### config.mk
export PLATFORM = sky130hd
export DESIGN_NAME = sdpc_top
export DESIGN_NICKNAME = d
export VERILOG_FILES = /design/src/rtl/sdpc_pkg.sv /design/src/rtl/sdpc_top.sv
export SDC_FILE = /design/constraint.sdc
export NUM_CORES = 1
export LEC_CHECK = 0
export BUFFER_PORTS_ARGS = -buffer_cell sky130_fd_sc_hd__buf_4
export CAP_MARGIN = 5
export CORE_AREA = 2 2 120 122
export DETAILED_ROUTE_END_ITERATION = 8
export DIE_AREA = 0 0 122 124
export PLACE_DENSITY_LB_ADDON = 0.12
export RECOVER_POWER = 25
export SYNTH_ARGS = -nofsm -noshare
export SYNTH_HDL_FRONTEND = slang
export SYNTH_SLANG_ARGS = --single-unit
### constraint.sdc
create_clock -name clk -period 6.2 [get_ports clk]
set_input_delay 0.62 -clock clk [delete_from_list [all_inputs] [get_ports clk]]
set_output_delay 0.62 -clock clk [all_outputs]
set_load 0.03 [all_outputs]
### src/rtl/sdpc_pkg.sv
package sdpc_pkg;
	// ==========================================================
	// Serial word framing
	localparam int          SDPC_WORD_W      = 24;          // Bits per programming word
	localparam logic [3:0]  SDPC_CTRL_MAIN   = 4'h3;        // Main-loop word selector
	localparam logic [3:0]  SDPC_CTRL_AUX    = 4'h5;        // Aux-loop word selector
	// ==========================================================
	// Main-loop word field positions
	localparam int          SDPC_MPD_BIT     = 23;          // Main power-down
	localparam int          SDPC_PSC_BIT     = 22;          // Prescaler select
	localparam int          SDPC_REF_HI      = 21;          // Reference divide, top
	localparam int          SDPC_REF_LO      = 16;          // Reference divide, bottom
	localparam int          SDPC_DEN_HI      = 15;          // Fraction denominator, top
	localparam int          SDPC_DEN_LO      = 4;           // Fraction denominator, bottom
	// ==========================================================
	// Aux-loop and first-word field positions
	localparam int          SDPC_APD_BIT     = 23;          // Aux power-down
	localparam int          SDPC_AUXN_HI     = 22;          // Aux divide, top
	localparam int          SDPC_AUXN_LO     = 4;           // Aux divide, bottom
	localparam int          SDPC_FBN_HI      = 23;          // Main feedback divide, top
	localparam int          SDPC_FBN_LO      = 13;          // Main feedback divide, bottom
	// ==========================================================
	// Reset values: both loops start powered down
	localparam logic        SDPC_MPD_RST     = 1'h1;
	localparam logic        SDPC_PSC_RST     = 1'h0;
	localparam logic [5:0]  SDPC_REF_RST     = 6'h01;
	localparam logic [11:0] SDPC_DEN_RST     = 12'h000;
	localparam logic        SDPC_APD_RST     = 1'h1;
	localparam logic [18:0] SDPC_AUXN_RST    = 19'h00000;
	localparam logic [10:0] SDPC_FBN_RST     = 11'h000;
	// ==========================================================
	// Divide legality limits
	localparam logic [10:0] SDPC_L16_MIN2    = 11'd49;      // Second order only
	localparam logic [10:0] SDPC_L16_MIN3    = 11'd51;      // Second or third order
	localparam logic [10:0] SDPC_L16_MIN     = 11'd55;      // Any order
	localparam logic [10:0] SDPC_L16_MAX     = 11'd2039;
	localparam logic [10:0] SDPC_L16_MAX3    = 11'd2043;
	localparam logic [10:0] SDPC_L16_MAX2    = 11'd2045;
	localparam logic [10:0] SDPC_L8_MIN2     = 11'd25;
	localparam logic [10:0] SDPC_L8_MIN3     = 11'd27;
	localparam logic [10:0] SDPC_L8_MIN      = 11'd31;
	localparam logic [10:0] SDPC_L8_MAX      = 11'd1023;
	localparam logic [18:0] SDPC_AUX_FREE    = 19'd56;      // Every value from here is legal
	localparam logic [18:0] SDPC_AUX_MIN     = 19'd24;

	// Main-loop configuration word contents
	typedef struct packed {
		logic        pd;
		logic        psc;
		logic [5:0]  ref_div;
		logic [11:0] den;
	} sdpc_main_s;

	// Aux-loop configuration word contents
	typedef struct packed {
		logic        pd;
		logic [18:0] n;
	} sdpc_aux_s;
endpackage

### src/rtl/sdpc_top.sv
// Notes on behaviour
// - Large prescaler: 7/2/2 split, 55-2039 usable
// - Control 0011 word: pd, prescaler, ref, denominator
// - Reference divider accepts 1 through 63
// - Prescaler bit picks 8-modulus or 16-modulus
// - Main power-down bit powers off, tristates pump
// - Chip enable low forces main power-down
// - Auto power-up beats bit; else bit decides
// - Control 0101 word: aux pd, 19-bit divide
// - Small aux prescaler: 16/3 split, legal sets
// - Ratio equals modulus*high plus 4*middle plus low
// - Aux power-down bit powers off, tristates pump
// - Auto power-up plus first word clears aux pd
`timescale 1ns/10ps
`default_nettype none
module sdpc_top
	import sdpc_pkg::*;
(
	// Clock, reset, enable
	input  wire logic        clk,
	input  wire logic        rst,
	input  wire logic        clk_en,
	// Serial pins from the host
	input  wire logic        serial_clk,
	input  wire logic        serial_data,
	input  wire logic        latch_strobe,
	// Chip-enable pin
	input  wire logic        chip_enable,
	// Settings from the same clock domain
	input  wire logic        auto_power_up,
	input  wire logic [2:0]  modulator_order,
	// Main-loop configuration
	output var  sdpc_main_s  main_cfg,
	output logic [10:0]      main_feedback_divide,
	output logic [6:0]       main_high_counter,
	output logic [1:0]       main_middle_counter,
	output logic [1:0]       main_low_counter,
	output logic [11:0]      main_divide_ratio,
	output logic             main_divide_legal,
	output logic             main_loop_powered,
	output logic             main_cp_tristate,
	// Aux-loop configuration
	output var  sdpc_aux_s   aux_cfg,
	output logic [15:0]      aux_high_counter,
	output logic [2:0]       aux_low_counter,
	output logic             aux_divide_legal,
	output logic             aux_loop_powered,
	output logic             aux_cp_tristate
);
	// ==========================================================
	// Pin synchronisers
	logic [2:0] sclk_sync_r;                        // Stage 3 is the edge history
	logic [1:0] data_sync_r;                        // Data sampled after two flops
	logic [2:0] latch_sync_r;                       // Stage 3 is the edge history
	logic [1:0] ce_sync_r;                          // Chip enable level
	logic       sclk_rise;                          // Serial clock rising edge
	logic       take;                               // Latch rising edge, enabled

	// Two flops before any reader; edge logic looks at stages 2 and 3 only
	always_ff @(posedge clk or posedge rst)
	begin
		if (rst)
		begin
			sclk_sync_r  <= 3'h0;
			data_sync_r  <= 2'h0;
			latch_sync_r <= 3'h0;
			ce_sync_r    <= 2'h0;
		end
		else if (clk_en)
		begin
			sclk_sync_r  <= {sclk_sync_r[1:0], serial_clk};
			data_sync_r  <= {data_sync_r[0], serial_data};
			latch_sync_r <= {latch_sync_r[1:0], latch_strobe};
			ce_sync_r    <= {ce_sync_r[0], chip_enable};
		end
	end

	assign sclk_rise = clk_en && sclk_sync_r[1] && !sclk_sync_r[2];
	assign take      = clk_en && latch_sync_r[1] && !latch_sync_r[2];

	// ==========================================================
	// Shift register
	logic [SDPC_WORD_W-1:0] shift_r;                // Word being received

	// New bit enters at the bottom so the first bit ends on top
	always_ff @(posedge clk or posedge rst)
	begin
		if (rst)
			shift_r <= '0;
		else if (sclk_rise)
			shift_r <= {shift_r[SDPC_WORD_W-2:0], data_sync_r[1]};
	end

	// ==========================================================
	// Configuration registers
	sdpc_main_s  main_r;                            // Main-loop word
	sdpc_aux_s   aux_r;                             // Aux-loop word
	logic [10:0] fbn_r;                             // Divide from first word
	logic        first_word;                        // Single control bit clear

	assign first_word = (shift_r[0] == 1'b0);

	// Main word: only touched on the latch, so a half shifted word never shows
	always_ff @(posedge clk or posedge rst)
	begin
		if (rst)
			main_r <= '{SDPC_MPD_RST, SDPC_PSC_RST, SDPC_REF_RST, SDPC_DEN_RST};
		else if (take && shift_r[3:0] == SDPC_CTRL_MAIN)
		begin
			main_r.pd      <= shift_r[SDPC_MPD_BIT];
			main_r.psc     <= shift_r[SDPC_PSC_BIT];
			main_r.ref_div <= shift_r[SDPC_REF_HI:SDPC_REF_LO];
			main_r.den     <= shift_r[SDPC_DEN_HI:SDPC_DEN_LO];
		end
	end

	// Aux word; auto power-up clears its pd bit on a first-word write
	always_ff @(posedge clk or posedge rst)
	begin
		if (rst)
			aux_r <= '{SDPC_APD_RST, SDPC_AUXN_RST};
		else if (take && shift_r[3:0] == SDPC_CTRL_AUX)
		begin
			aux_r.pd <= shift_r[SDPC_APD_BIT];
			aux_r.n  <= shift_r[SDPC_AUXN_HI:SDPC_AUXN_LO];
		end
		else if (take && first_word && auto_power_up)
			aux_r.pd <= 1'b0;
	end

	// Feedback divide from the first word
	always_ff @(posedge clk or posedge rst)
	begin
		if (rst)
			fbn_r <= SDPC_FBN_RST;
		else if (take && first_word)
			fbn_r <= shift_r[SDPC_FBN_HI:SDPC_FBN_LO];
	end

	// ==========================================================
	// Power control
	logic main_pwr_r;                               // Main loop running
	logic aux_pwr_r;                                // Aux loop running

	// Chip enable first, auto power-up next, power-down bit last
	always_ff @(posedge clk or posedge rst)
	begin
		if (rst)
		begin
			main_pwr_r <= 1'b0;
			aux_pwr_r  <= 1'b0;
		end
		else if (clk_en)
		begin
			if (!ce_sync_r[1])
				main_pwr_r <= 1'b0;
			else if (auto_power_up)
				main_pwr_r <= 1'b1;
			else
				main_pwr_r <= !main_r.pd;
			aux_pwr_r <= ce_sync_r[1] && !aux_r.pd;
		end
	end

	assign main_loop_powered = main_pwr_r;
	assign main_cp_tristate  = !main_pwr_r;
	assign aux_loop_powered  = aux_pwr_r;
	assign aux_cp_tristate   = !aux_pwr_r;

	// ==========================================================
	// Counter split and legality
	function automatic logic main_legal(input logic [10:0] n, input logic psc, input logic [2:0] ord);
		logic o2;
		logic o3;
		o2 = (ord == 3'd2);
		o3 = (ord == 3'd2) || (ord == 3'd3);
		if (psc)
			main_legal = (n >= SDPC_L16_MIN && n <= SDPC_L16_MAX)
				|| (o3 && n >= SDPC_L16_MIN3 && n <= SDPC_L16_MAX3)
				|| (o2 && n >= SDPC_L16_MIN2 && n <= SDPC_L16_MAX2);
		else
			main_legal = (n >= SDPC_L8_MIN && n <= SDPC_L8_MAX)
				|| (o3 && n >= SDPC_L8_MIN3 && n <= SDPC_L8_MAX)
				|| (o2 && n >= SDPC_L8_MIN2 && n <= SDPC_L8_MAX);
	endfunction

	// Below the free range the low counter may not exceed the high counter
	function automatic logic aux_legal(input logic [18:0] n);
		aux_legal = (n >= SDPC_AUX_FREE)
			|| (n >= SDPC_AUX_MIN && n[2:0] <= n[5:3]);
	endfunction

	// Small prescaler has one spare middle bit, so the high counter shifts down
	always_comb
	begin
		if (main_r.psc)
		begin
			main_high_counter   = fbn_r[10:4];
			main_middle_counter = fbn_r[3:2];
		end
		else
		begin
			main_high_counter   = fbn_r[9:3];
			main_middle_counter = {1'b0, fbn_r[2]};
		end
	end

	assign main_low_counter     = fbn_r[1:0];
	assign main_divide_ratio    = 12'((main_r.psc ? 12'h010 : 12'h008) * {5'h00, main_high_counter}
		+ {8'h00, main_middle_counter, 2'h0} + {10'h000, main_low_counter});
	assign main_divide_legal    = main_legal(fbn_r, main_r.psc, modulator_order);
	assign main_feedback_divide = fbn_r;
	assign main_cfg             = main_r;
	assign aux_cfg              = aux_r;
	assign aux_high_counter     = aux_r.n[18:3];
	assign aux_low_counter      = aux_r.n[2:0];
	assign aux_divide_legal     = aux_legal(aux_r.n);
endmodule
`default_nettype wire

* Word-level counts from Yosys, hierarchy flattened
Cells that the tools add are included.
** Operators by class
- Bitwise gates (word level) :: 1
- Multiplexer cells :: 8
- $add $sub $neg :: 2
- Equality and inequality tests :: 4
- $mul :: 1
- Order comparisons :: 13
- Reduce and logical (&&, ||, !) cells :: 33
** Operators by type and width (number)
- $ge 11x5->1 const B :: 3
- $ge 11x6->1 const B :: 3
- $le 11x11->1 const B :: 3
- $logic_and 1x1->1 :: 20
- $ge 19x5->1 const B :: 1
- $ge 19x6->1 const B :: 1
- $add 12x2->12 :: 1
- $add 12x4->12 :: 1
- $mul 5x7->12 :: 1
- $le 11x10->1 const B :: 1
- $mux 7 :: 1
- $eq 3x2->1 const B :: 2
- $logic_not 1->1 :: 6
- $logic_or 1x1->1 :: 6
- $mux 1 :: 5
- $mux 5 :: 1
- $eq 4x2->1 const B :: 1
- $eq 4x3->1 const B :: 1
- $le 3x3->1 :: 1
- $mux 2 :: 1
- $reduce_bool 2->1 :: 1
- $not 1->1 :: 1
** Storage, ports and cells
- Register bits after elaboration :: 87
- Input bits :: 11

* Logic depth before layout (Yosys ltp)
- Depth in word-level cells :: 7
- Gate-level depth with buffers :: 9
- Mapped depth without buffers :: 8

* Worst setup path after synthesis
Ideal clock, no wire load.
- Path kind :: flip-flop to output port
- Start point :: reg fbn_r[3], in the netlist main_feedback_divide[3]
- End point :: out main_divide_legal
- Data arrival time :: 1849 ps
- Stages on the path, launching flop included :: 6
- Path slack :: 3731 ps
- Path through :: dfrtp_1 -> clkbuf_1 -> or4_1 -> a211oi_1 -> a2111oi_0 -> o32a_1
** On the way
- Longest elaborated chain between the ends :: 6
** Ends and longest elaborated chain
- from (decl) :: RTL line sdpc_top.sv:98 : logic [10:0] fbn_r;
- from (signal assigned) :: RTL line sdpc_top.sv:137 : fbn_r <= shift_r[SDPC_FBN_HI:SDPC_FBN_LO];
- $ge 11x5->1 / $ge 11x6->1 (equally long branches) :: RTL line sdpc_top.sv:183, sdpc_top.sv:179
- $logic_and 1x1->1 (on tied branches) (2 in a row) :: RTL line sdpc_top.sv:183, sdpc_top.sv:179
- $logic_or 1x1->1 (on tied branches) :: RTL line sdpc_top.sv:183, sdpc_top.sv:179
- $logic_or 1x1->1 (on tied branches) :: RTL line sdpc_top.sv:184, sdpc_top.sv:180
- $mux 1 (*) :: RTL line sdpc_top.sv:177 : if (psc)
- to (decl) :: RTL line sdpc_top.sv:39 : output logic main_divide_legal,
Mark *: on every way between the ends. The rest lies on a longest branch, timed or not.

* Worst setup path after layout
- Start point :: in clk_en
- End point :: reg main_r, in the netlist main_cfg[10]
** On the way
- Longest elaborated chain between the ends :: 3
** Ends and longest elaborated chain
- from (decl) :: RTL line sdpc_top.sv:22 : input wire logic clk_en,
- $logic_and 1x1->1 (2 in a row) :: RTL line sdpc_top.sv:79 : assign take = clk_en && latch_sync_r[1] && !latch_sync_r[2];
- $logic_and 1x1->1 :: RTL line sdpc_top.sv:108 : else if (take && shift_r[3:0] == SDPC_CTRL_MAIN)
- to (signal assigned) :: RTL line sdpc_top.sv:107 : main_r <= '{SDPC_MPD_RST, SDPC_PSC_RST, SDPC_REF_RST, SDPC_DEN_RST};
- to (decl) :: RTL line sdpc_top.sv:96 : sdpc_main_s main_r;
No other way between the ends.
A chain may end at the register's enable or synchronous reset.

==> results.md <==
* Number of buffers and inverters on the critical path at 1
* Worst flop-to-flop path startpoint: latch_sync_r[1]
* Number of inserted filler cells in the final layout at 1333
* Avg Cell Area, Syn at 13.0 um^2
* Worst-Margin Slew at 1.37 ns
* Synthesized instance count at 311
* Largest family of logic cells by synthesized area: multiplexers
* Worst Path Class, Setup: in -> reg
* Number of max-cap violations at 0
* Sequential fraction of design power at 44.2%
* Power density of the placed cells at 310 nW/um^2
* Comb pwr share at 21.5%
* Number of antenna violations at the first check in global routing at 0
* Share of synthesized area occupied by flip-flops and latches at 53.9%
* Post-synthesis cell type count at 43
* Worst-skew pair later-pin latency at 0.33 ns
* CTS tree: yes
* Global-route wire length before repair at 13700 um
* Total overflow reported by the global router at 0
* Number of hold violations in the final report at 0
* Status: complete, no violations
* Unrepaired setup endpoints after global routing: false
* DRC violations left at 0
* Clock buffer count from CTS at 9
* Area enclosed by the die boundary at 15100 um^2
* Antenna-violating nets left at 0
* Switching power of the nets at 0.464 mW
* Placed wire-length estimate at 5940 um
* Switching power as a share of total power at 29.4%
* Arrival time at the worst endpoint at 3.33 ns
* Final routed wirelength across all metal layers at 8470 um
* Area added between synthesis and finish at 25.9%
* Clock period minus worst slack at 3.11 ns
* Final setup TNS at 0 ns
* Total global routing track utilization at 11.8%
* Global placement routability congestion at 0.715
* Cell with the largest stage delay on the worst path: nor3b_4
* Worst hold-check path type: in -> async
* Final clock period utilization by the worst path at 50.2%
* Power Internal at 1.11 mW
* Launching instance or port of the critical path: clk_en
* Detailed router's first-iteration violation count at 138
* Maximum number of pins on one net before global-route repair at 65
* Maximum fanout along the worst path at 21
* Normalized max-slew margin at 8.84%
* Vertical die dimension at 124 um
* Synthesis-stage register bit count at 87
* Delay of the slowest cell on the worst path at 0.95 ns
* Final setup violation count at 0
* Vias per cell at 4.48
* Most used flip-flop cell after synthesis: dfrtp_1
* Worst R2R Path Depth at 4
* Die boundary width at 122 um
* Maximum ir drop on the vdd rail at 0.000172 V
* Final-report max-slew violation count at 0
* Multiplexer share of the synthesized area at 23.4%
* Io pins at 110
* Number of antenna diodes at 0
* Area inside the core boundary at 13700 um^2
* Count of yosys warnings during synthesis at 0
* Skew final at 0.00350 ns
* Cell area after synthesis at 4040 um^2
* Initial cell density of the core at 29.5%
* Gate family responsible for the most delay along the worst path: simple AND/OR/NAND/NOR gates
* Parity-gate share of the synthesized area counting xor and xnor cells at 0.867%
* Number of cells upsized or downsized after cts at 0
* Reg clk slew, reported paths at 0.06 ns
* Most numerous cell types in the synthesized netlist: 84 x dfrtp_1, 84 x mux2_2, 28 x buf_4
* Count of hold-fix buffers inserted at cts at 0
* Maximum root-to-sink buffer count at 2
* Power share of the clock group at 34.3%
* Top post-synthesis cells by area: dfrtp_1 52%, mux2_2 23%, buf_4 5.2%
* Highest clock frequency the design can meet at 321 MHz
* Ys async rst share at 100%
* Layout cell share with drive strength beyond 1 at 51.8%
* Net count reported at finish at 411
* # H-tree levels at 3
* Critical path startpoint category: input port
* Number of vias in the routed layout at 2580
* TritonCTS sink count at 87
* Simple logic cell fraction of the synthesized area at 5.91%
* Required time reported for the critical path endpoint at 6.42 ns
* Leading area contributor after synthesis: dfrtp_1
* Leakage component of the power at 2.58 nW
* Post-synth EDFFs at 0
* Total of buffers placed on input and output ports at 108
* Post-CTS repair timing setup buffer count at 0
* Number of standard-cell rows in the floorplan at 43
* Overall Power at 1.58 mW
* CTS Root Buffer Type: clkbuf_16
* Synthesized-area fraction occupied by adder cells at 3.28%
* Portion of synthesized cell area occupied by the leading cell type at 52.0%
* Number of optimization iterations in the first detailed-route pass at 5
* WL/cell at 14.7 um
* Compound-gate portion of the synthesized area at 4.33%
* Element type at the critical path end: register
* Crit. path cell count at 5
* Cells traversed along the worst timing path: clkbuf_1 > nand2_1 > or4b_4 > nor3b_4 > mux2_2
* Via count of the first global-routing pass at 2530
==> cell families (layout without fill, tap and decap cells) <==
group,Yosys count,count (layout)
XOR/XNOR,4,4
other,1,4
adder cells (fa/ha/maj),11,11
flip-flops,87,87
AO/OA/AOI/OAI,27,27
buffers and inverters,56,138
multiplexers,84,84
AND/OR/NAND/NOR,41,41
==> routing by layer <==
| metal | track usage, % | part of all wire (%) | vias up |
|---|---|---|---|
| li1 | - | - | 1223 |
| met1 | 15.7 | 46 | 1273 |
| met4 | 5.82 | 1.8 | 0 |
| met2 | 18.6 | 47 | 72 |
| met5 | 0 | 0 | - |
| met3 | 2.24 | 5.3 | 12 |
==> final timing paths <==
check                          endpoint  slack [ns]
min                          shift_r[0]        0.49
min in group clk           ce_sync_r[1]        0.50
max                        main_cfg[10]        3.09
max in group asynchronous  main_cfg[14]        4.39
max reg2reg                main_cfg[10]        3.70
min reg2reg                ce_sync_r[1]        0.50
==> layout make-up <==
class	instances	area, um^2	area share (%)
Clock inverter	3	42.5	0.836
Tap cell	180	225	4.42
Timing Repair Buffer	110	785	15.4
Sequential cell	87	2180	42.8
Multi-Input combinational cell	171	1550	30.5
Inverter	12	46.3	0.909
Clock buffer	13	260	5.11
==> through the flow <==
stage | instances | hold WS [ns] | util (%) | cell area (um^2) | worst slack, ns
finish | 576 | 0.494 | 37.1 | 5090 | 3.09
global route | 576 | 0.520 | 37.1 | 5090 | 2.78
CTS | 576 | 0.292 | 37.4 | 5130 | 3.35
detailed placement | 560 | 0.486 | 35.2 | 4830 | 3.18
global placement | 560 | 0.481 | 35.2 | 4830 | 3.23
floorplan | 314 | 0.471 | - | 4050 | 3.33
==> placed cells by master, fill, tap and decap left out, types with 2 or more instances in the layout <==
| cell | instances |
|---|---|
| nor2_1 | 4 |
| nand2b_1 | 2 |
| inv_1 | 11 |
| mux2_2 | 84 |
| and2_1 | 2 |
| conb_1 | 4 |
| nand2_1 | 15 |
| ha_1 | 9 |
| or4_1 | 3 |
| nor3_1 | 3 |
| clkbuf_1 | 13 |
| nor2b_1 | 2 |
| dfrtp_1 | 84 |
| nor3b_4 | 2 |
| buf_4 | 98 |
| clkbuf_16 | 9 |
| dfstp_2 | 3 |
| maj3_1 | 2 |
| a211oi_1 | 2 |
| a21oi_1 | 3 |
| xor2_1 | 2 |
| clkbuf_8 | 2 |
| xnor2_1 | 2 |
| o21ai_0 | 11 |
==> power by group through the flow <==
| stage | combinational [mW] | sequential [mW] | clock, mW |
|---|---|---|---|
| global route | 0.368 | 0.713 | 0.580 |
| CTS | 0.350 | 0.700 | 0.560 |
| detailed placement | 0.348 | 0.710 | 0 |
| global placement | 0.345 | 0.710 | 0 |
| finish | 0.339 | 0.698 | 0.542 |
| floorplan | 0.200 | 0.742 | 0 |
==> state kept, by name, indices dropped and copies added, names as in the netlist <==
name	count
aux_cfg	20
aux_loop_powered	1
ce_sync_r	2
data_sync_r	2
latch_sync_r	3
main_cfg	20
main_feedback_divide	11
main_loop_powered	1
sclk_sync_r	3
shift_r	24
Power figures use the tool's default switching activity.
